**src/iar_pkg.sv**
```systemverilog
// Shared constants, types and decode function for the interrupt acknowledgement relay
package iar_pkg;
    localparam int IAR_ID_W = 5;
    localparam int IAR_MAX_BITS = 32;
    localparam int IAR_PORTS = 4;
    localparam int IAR_INTERVAL_W = 24;
    localparam int IAR_CLK_PERIOD_NS = 20;
    localparam logic [IAR_MAX_BITS-1:0] IAR_RELAY_RESET = 32'h0;
    localparam logic [IAR_INTERVAL_W-1:0] IAR_COUNT_RESET = 24'h0;
    localparam logic [IAR_INTERVAL_W-1:0] IAR_COUNT_LAST = 24'h1;

    typedef enum logic
    {
        IAR_KIND_INT = 1'b0,
        IAR_KIND_ACK = 1'b1
    } iar_kind_t;

    typedef enum logic
    {
        IAR_TMR_IDLE = 1'b0,
        IAR_TMR_RUN = 1'b1
    } iar_tmr_state_t;

    // One-hot select of a relay bit from an identifier
    function automatic logic [IAR_MAX_BITS-1:0] iar_bit_select(input logic [IAR_ID_W-1:0] id);
        iar_bit_select = {{(IAR_MAX_BITS-1){1'b0}}, 1'b1} << id;
    endfunction
endpackage

```
**src/iar_tmr_if.sv**
```systemverilog
// Control bundle between the relay logic and its bank of time-out timers
`timescale 1ns/1ps
interface iar_tmr_if #(parameter int NBITS = 32);
    logic [NBITS-1:0] start;
    logic [NBITS-1:0] stop;
    logic [NBITS-1:0] expire;
    logic [iar_pkg::IAR_INTERVAL_W-1:0] interval;
    modport relay (output start, output stop, output interval, input expire);
    modport bank (input start, input stop, input interval, output expire);
endinterface

```
**src/iar_tmr_bank.sv**
```systemverilog
// One independent time-out timer per relay register bit
`timescale 1ns/1ps
module iar_tmr_bank #(parameter int NBITS = 32)
(
    // Clock and reset
    input wire logic clk,
    input wire logic nrst,
    // Timer control
    iar_tmr_if.bank tmr
);
    import iar_pkg::*;

    // Zero interval is loaded as one cycle; the count compare would expire it after one cycle anyway
    logic [IAR_INTERVAL_W-1:0] load_val;
    assign load_val = (tmr.interval == IAR_COUNT_RESET) ? IAR_COUNT_LAST : tmr.interval;

    genvar g;
    generate
        for (g = 0; g < NBITS; g++)
        begin : g_tmr
            iar_tmr_state_t state;
            logic [IAR_INTERVAL_W-1:0] count;
            // A stop in the same cycle suppresses the expiry
            assign tmr.expire[g] = (state == IAR_TMR_RUN) && (count <= IAR_COUNT_LAST) && !tmr.stop[g];
            always_ff @(posedge clk)
            begin
                if (!nrst)
                begin
                    state <= IAR_TMR_IDLE;
                    count <= IAR_COUNT_RESET;
                end
                else if (tmr.stop[g])
                begin
                    state <= IAR_TMR_IDLE;
                    count <= load_val;
                end
                else if (tmr.start[g])
                begin
                    state <= IAR_TMR_RUN;
                    count <= load_val;
                end
                else if (state == IAR_TMR_RUN)
                begin
                    state <= (count <= IAR_COUNT_LAST) ? IAR_TMR_IDLE : IAR_TMR_RUN;
                    count <= count - IAR_COUNT_LAST;
                end
            end
        end
    endgenerate
endmodule

```
**src/iar_rx_arb.sv**
```systemverilog
// Fixed-priority pick of one arriving code per cycle
`timescale 1ns/1ps
module iar_rx_arb #(parameter int PORTS = 4, parameter int PW = 2)
(
    // Requests
    input wire logic [PORTS-1:0] req,
    // Winner
    output logic [PORTS-1:0] grant,
    output logic [PW-1:0] index,
    output logic any
);
    // Lowest port wins; the taken mask in the relay keeps one port from holding it twice in a row
    always_comb
    begin
        grant = '0;
        index = '0;
        for (int i = PORTS - 1; i >= 0; i--)
        begin
            if (req[i])
            begin
                grant = '0;
                grant[i] = 1'b1;
                index = PW'(i);
            end
        end
    end

    assign any = |req;
endmodule

```
**src/iar_relay.sv**
```systemverilog
// Interrupt and acknowledgement relay of a routing switch
`timescale 1ns/1ps
module iar_relay
    import iar_pkg::*;
#(
    parameter int PORTS = iar_pkg::IAR_PORTS,
    parameter int RELAY_BITS = iar_pkg::IAR_MAX_BITS
)
(
    // Clock and reset
    input wire logic CLK,
    input wire logic NRST,
    // Configuration
    input wire logic ACK_MODE_EN,
    input wire logic [iar_pkg::IAR_INTERVAL_W-1:0] INT_MODE_TIMEOUT_INTERVAL,
    input wire logic [iar_pkg::IAR_INTERVAL_W-1:0] ACK_MODE_TIMEOUT_INTERVAL,
    input wire logic [PORTS-1:0] RX_INT_EN,
    input wire logic [PORTS-1:0] TX_INT_EN,
    input wire logic [PORTS-1:0] RX_ACK_EN,
    input wire logic [PORTS-1:0] TX_ACK_EN,
    // Codes arriving from the ports
    input wire logic [PORTS-1:0] RX_VALID,
    input wire logic [PORTS-1:0] RX_KIND,
    input wire logic [PORTS-1:0][iar_pkg::IAR_ID_W-1:0] RX_ID,
    output logic [PORTS-1:0] RX_TAKEN,
    // Codes leaving through the ports
    output logic [PORTS-1:0] TX_VALID,
    output logic [PORTS-1:0] TX_KIND,
    output logic [PORTS-1:0][iar_pkg::IAR_ID_W-1:0] TX_ID,
    // Relay state
    output logic [RELAY_BITS-1:0] RELAY_STATE
);
    import iar_pkg::*;

    localparam int PW = (PORTS > 1) ? $clog2(PORTS) : 1;

    logic [RELAY_BITS-1:0] relay;
    logic [RELAY_BITS-1:0] next_relay;
    logic [PORTS-1:0] taken;
    logic [PORTS-1:0] grant;
    logic [PW-1:0] sel_port;
    logic sel_any;

    iar_tmr_if #(.NBITS(RELAY_BITS)) tmr ();

    // Arrival selection
    wire [PORTS-1:0] pending = RX_VALID & ~taken;

    iar_rx_arb #(.PORTS(PORTS), .PW(PW)) u_arb
    (
        .req(pending),
        .grant(grant),
        .index(sel_port),
        .any(sel_any)
    );

    iar_tmr_bank #(.NBITS(RELAY_BITS)) u_tmr
    (
        .clk(CLK),
        .nrst(NRST),
        .tmr(tmr)
    );

    // Decode of the selected code
    wire sel_ack = (RX_KIND[sel_port] == IAR_KIND_ACK);
    wire [IAR_ID_W-1:0] sel_id = RX_ID[sel_port];
    wire [IAR_MAX_BITS-1:0] sel_onehot = iar_bit_select(sel_id);
    wire [RELAY_BITS-1:0] sel_bit = sel_onehot[RELAY_BITS-1:0];
    wire sel_exists = (int'(sel_id) < RELAY_BITS);

    // Receive gating; acknowledgements need the mode and the port's own enable
    wire ack_rx_ok = ACK_MODE_EN & RX_ACK_EN[sel_port];
    wire rx_allowed = sel_ack ? ack_rx_ok : RX_INT_EN[sel_port];
    wire valid_code = sel_any & rx_allowed & sel_exists;
    wire bit_now = |(relay & sel_bit);

    // Set on a fresh interrupt, clear on an acknowledgement of a live one
    wire do_set = valid_code & !sel_ack & !bit_now;
    wire do_clear = valid_code & sel_ack & bit_now;

    // Flood mask excludes the arrival port and send-disabled ports
    wire [PORTS-1:0] send_en = sel_ack ? TX_ACK_EN : TX_INT_EN;
    wire [PORTS-1:0] flood = (do_set | do_clear) ? (send_en & ~grant) : '0;

    wire [RELAY_BITS-1:0] set_mask = do_set ? sel_bit : '0;
    wire [RELAY_BITS-1:0] clr_mask = do_clear ? sel_bit : '0;

    // Expiry and ack clear first, so a set in the same cycle is never lost
    assign next_relay = (relay & ~tmr.expire & ~clr_mask) | set_mask;

    // Timer control
    assign tmr.start = set_mask;
    assign tmr.stop = clr_mask;
    assign tmr.interval = ACK_MODE_EN ? ACK_MODE_TIMEOUT_INTERVAL : INT_MODE_TIMEOUT_INTERVAL;

    // Relay register
    always_ff @(posedge CLK)
    begin
        if (!NRST)
        begin
            relay <= IAR_RELAY_RESET[RELAY_BITS-1:0];
        end
        else
        begin
            relay <= next_relay;
        end
    end

    // Arrival handshake: every picked code is consumed, kept or dropped
    always_ff @(posedge CLK)
    begin
        if (!NRST)
        begin
            taken <= '0;
        end
        else
        begin
            taken <= grant;
        end
    end

    // Outgoing codes, one-cycle pulses; no back-pressure from the links is assumed
    always_ff @(posedge CLK)
    begin
        if (!NRST)
        begin
            TX_VALID <= '0;
            TX_KIND <= '0;
            TX_ID <= '0;
        end
        else
        begin
            TX_VALID <= flood;
            if (|flood)
            begin
                TX_KIND <= {PORTS{sel_ack}};
                TX_ID <= {PORTS{sel_id}};
            end
        end
    end

    assign RX_TAKEN = taken;
    assign RELAY_STATE = relay;
endmodule

```
**config.mk**
```make
export PLATFORM = sky130hd
export DESIGN_NAME = iar_relay
export DESIGN_NICKNAME = d
export VERILOG_FILES = /design/src/iar_pkg.sv /design/src/iar_tmr_if.sv /design/src/iar_tmr_bank.sv /design/src/iar_rx_arb.sv /design/src/iar_relay.sv
export SDC_FILE = /design/constraint.sdc
export NUM_CORES = 2
export LEC_CHECK = 0
export ABC_CLOCK_PERIOD_IN_PS = 4800
export BUFFER_PORTS_ARGS = -buffer_cell sky130_fd_sc_hd__buf_2
export CAP_MARGIN = 30
export CORE_MARGIN = 1
export CORE_UTILIZATION = 65
export CTS_BUF_LIST = sky130_fd_sc_hd__clkbuf_4 sky130_fd_sc_hd__clkbuf_8
export DETAILED_ROUTE_END_ITERATION = 8
export GPL_ROUTABILITY_DRIVEN = 0
export PLACE_DENSITY = 0.91
export SYNTH_ARGS = -nofsm -noshare
export SYNTH_HDL_FRONTEND = slang
export SYNTH_SLANG_ARGS = --single-unit
```
**constraint.sdc**
```tcl
create_clock -name CLK -period 4.8 [get_ports CLK]
set_input_delay 0.24 -clock CLK [delete_from_list [all_inputs] [get_ports CLK]]
set_output_delay 0.24 -clock CLK [all_outputs]
set_load 0.03 [all_outputs]
```
==> metrics.md <==
| Metric | Value |
|---|---|
| WS Path Type | reg2reg |
| Max Cap Violations | 0 |
| Vias in the first global route | between 40000 and 50000 |
| Worst Clk Skew | 52.8 ps |
| Worst endpoint required time | 5500 ps |
| I/O pin cnt | 159 |
| Run status | finished, violations left |
| Failing checks | setup timing |
| Initial Util | 66.0% |
| R2R Path Start | RX_TAKEN[2] |
| Async S/R FF share, synth | 0% |
| Row Count | 97 |
| Total number of vias | ~44000 |
| Worst-Margin Slew | ~1100 ps |
| Commonest non-fill, non-tap cells in the layout | dfxtp_1 (846), nand2_1 (786), mux2i_1 (532), xor2_1 (439), nor2_1 (337) |
| TritonRoute pass-1 iters | 9 |
| # setup viols final | 2 |
| Synth Area per Inst | 8.50 µm² |
| Clock tree from TritonCTS | yes |
| Main synth FF type | dfxtp_1 |
| Period minus WS final | 4890 ps |
| Power density cells | 319 nW/µm² |
| Total grt overflow | 0 |
| Crit end category | flop |
| Routed len/inst | around 23 µm |
| CP arrival | 5590 ps |
| Pwr Total | approximately 0.016 W |
| Mapped Area | around 46000 µm² |
| Achievable frequency | approximately 0.20 GHz |
| Detailed Route WL | 148000 µm |
| Global-route usage over all layers | just under 40% |
| Area Growth Syn to Fin | 9.48% |
| Compound-Gate Fraction of Synth Area | ~11% |
| Syn_nets | approximately 5600 |
| Synth Register Bits | 846 |
| Dpl ws | -139 ps |
| HP Start | ACK_MODE_TIMEOUT_INTERVAL[8] |
| Post-DP HPWL | 84800 µm |
| Fin. Hold Viols | 0 |
| Layout cell share with drive strength beyond 1 | around 11% |
| Chip Height | roughly 270 µm |
| Clock sink total | 846 |
| HP Class | in2reg |
| Synth Area in XOR/XNOR | around an eighth |
| Final period utilization | 102% |
| Post-CTS setup buffers | 0 |
| Via density | 6.66 |
| Antenna violations before repair | 7 |
| Die W | ~270 µm |
| Rel. slew slack | 27.2% |
| Final #Nets | ~5600 |
| Maximum buffer depth of the clock tree | 3 |
| Yosys warnings | 0 |
| Leak pwr | around 24 nW |
| Mux share of post-synthesis cell area | between 10% and 20% |
| Combinational family with the most area after synthesis | simple AND/OR/NAND/NOR gates |
| CTS buffer count | 140 |
| First-pass GRT wire length | 226000 µm |
| Initial DRC Count | 6262 |
| Crit path launch | RX_TAKEN[2] |
| Pin count of the biggest net entering global routing | 185 |
| I/O Buffers | about 160 |
| ANT nets after route | 0 |
| H-tree depth | 4 |
| Die area | about 72000 µm² |
| CP startpoint kind | flop |
| Critical Path Fanout Max | 38 |
| Residual DRC | 0 |
| Worst VDD drop | roughly 340 µV |
| Clk slew on worst S/H paths | 70 ps |
| Fin util | 72.3% |
| Post-synth EDFFs | 0 |
| Mapped Cells | 5459 |
| Pins Over Slew Limit | 0 |
| Worst skew pair latency | roughly 850 ps |
| CORE AREA | 70300 µm² |
| Clock Tree Root | clkbuf_8 |
| Hold_ws | roughly 45 ps |
| Most common cell after layout, fill and taps aside | dfxtp_1 |
| Adder-cell share of the synthesized area | about 1.7% |
| Final WS setup | -94.3 ps |
| Post-synthesis simple-gate area fraction | between 20% and 30% |
| Sequential share of the synthesized area | approximately 37% |
| Cell variety after synth | between 80 and 90 |
-- layer usage --
| metal | vias up | global-route usage (%) | share of wire (%) |
|---|---|---|---|
| li1 | 19200 | - | - |
| met3 | 917 | 11.9 | 13 |
| met1 | 20400 | 47.1 | 36 |
| met2 | 3075 | 58.3 | 43 |
| met4 | 8 | 27.5 | 7.5 |
| met5 | - | 0 | 0.034 |
-- synth_stat cells, types with 23 or more instances --
master	instances	area, µm²
or4_1	79	593
buf_4	48	360
or2_2	27	169
buf_2	58	290
dfxtp_1	846	16900
ha_1	64	801
xor2_1	439	3840
o21ai_0	273	1370
nand2_1	811	3040
a21oi_1	41	205
nor4_1	189	1180
nand4_1	30	188
inv_1	104	390
mux2_2	23	259
nand2b_1	75	469
nand3_1	84	420
o211ai_1	274	2060
clkbuf_1	265	995
nor2_1	337	1260
o21ai_1	33	165
nor3_1	236	1180
xnor2_1	249	2180
mux2i_1	532	5330
or3_1	55	344
-- critical path, stage by stage (launching register included) --
cell	delay (ps)
dfxtp_1	450
nand2b_1	500
a41oi_2	460
o21a_1	390
nand2_1	380
nor2_1	100
buf_4	180
a2111oi_2	410
nand3_2	280
mux2_8	590
nor2_4	160
buf_4	380
mux2i_1	450
-- cells by family (layout without fill, tap and decap cells) --
logic type / count (synthesis) / in the layout
simple gates: 2031 / 2031
flops: 846 / 846
compound gates: 792 / 792
xor+xnor: 688 / 688
mux: 557 / 558
buf+inv: 481 / 618
fa+ha+maj: 64 / 64
other cells: 0 / 4
-- flip-flops by register name, summed over array words and instances (netlist names) --
signal,flops
u_tmr.g_tmr.count,768
RELAY_STATE,32
u_tmr.g_tmr.state,32
TX_ID,5
RX_TAKEN,4
TX_VALID,4
TX_KIND,1
-- power breakdown --
part	total [W]	switching, W	internal [W]
clock	0.00689	0.00311	0.00379
combinational	0.00202	0.00146	0.000569
sequential	0.00730	0.000147	0.00715
-- per-stage QoR --
stage	area (µm²)	cells	setup TNS, ps
6_report	50800	6541	-114
3_3_place_gp	47400	6263	0
5_1_grt	50800	6538	-133
2_1_floorplan	46400	5459	0
4_1_cts	50700	6532	0
3_5_place_dp	47500	6268	-16180
-- area by class of cell --
class	instances	area [µm²]
multi-input combinational	4133	27500
fill	4509	19500
sequential	846	16900
clock buffer	218	2770
timing repair buffer	261	1750
tap	940	1180
inverter	105	394
clock inverter	34	248
antenna	4	10.0
-- path summary, 6_finish.rpt --
kind	to	cells past startpoint	slack, ps
min reg2reg	u_tmr.g_tmr[14].state	2	540
max	u_tmr.g_tmr[17].count[21]	12	-90
max reg2reg	u_tmr.g_tmr[17].count[21]	12	-90
min	u_tmr.g_tmr[5].count[8]	4	50
-- what timing repair did --
item | in CTS | in global routing
resized for setup | 1 | 12
setup endpoints to repair | 214 | 765
hold buffers | 12 | 0
gates cloned | 0 | 1
endpoints found under the hold margin | 61 | 0
Power figures use the tool's default switching activity.
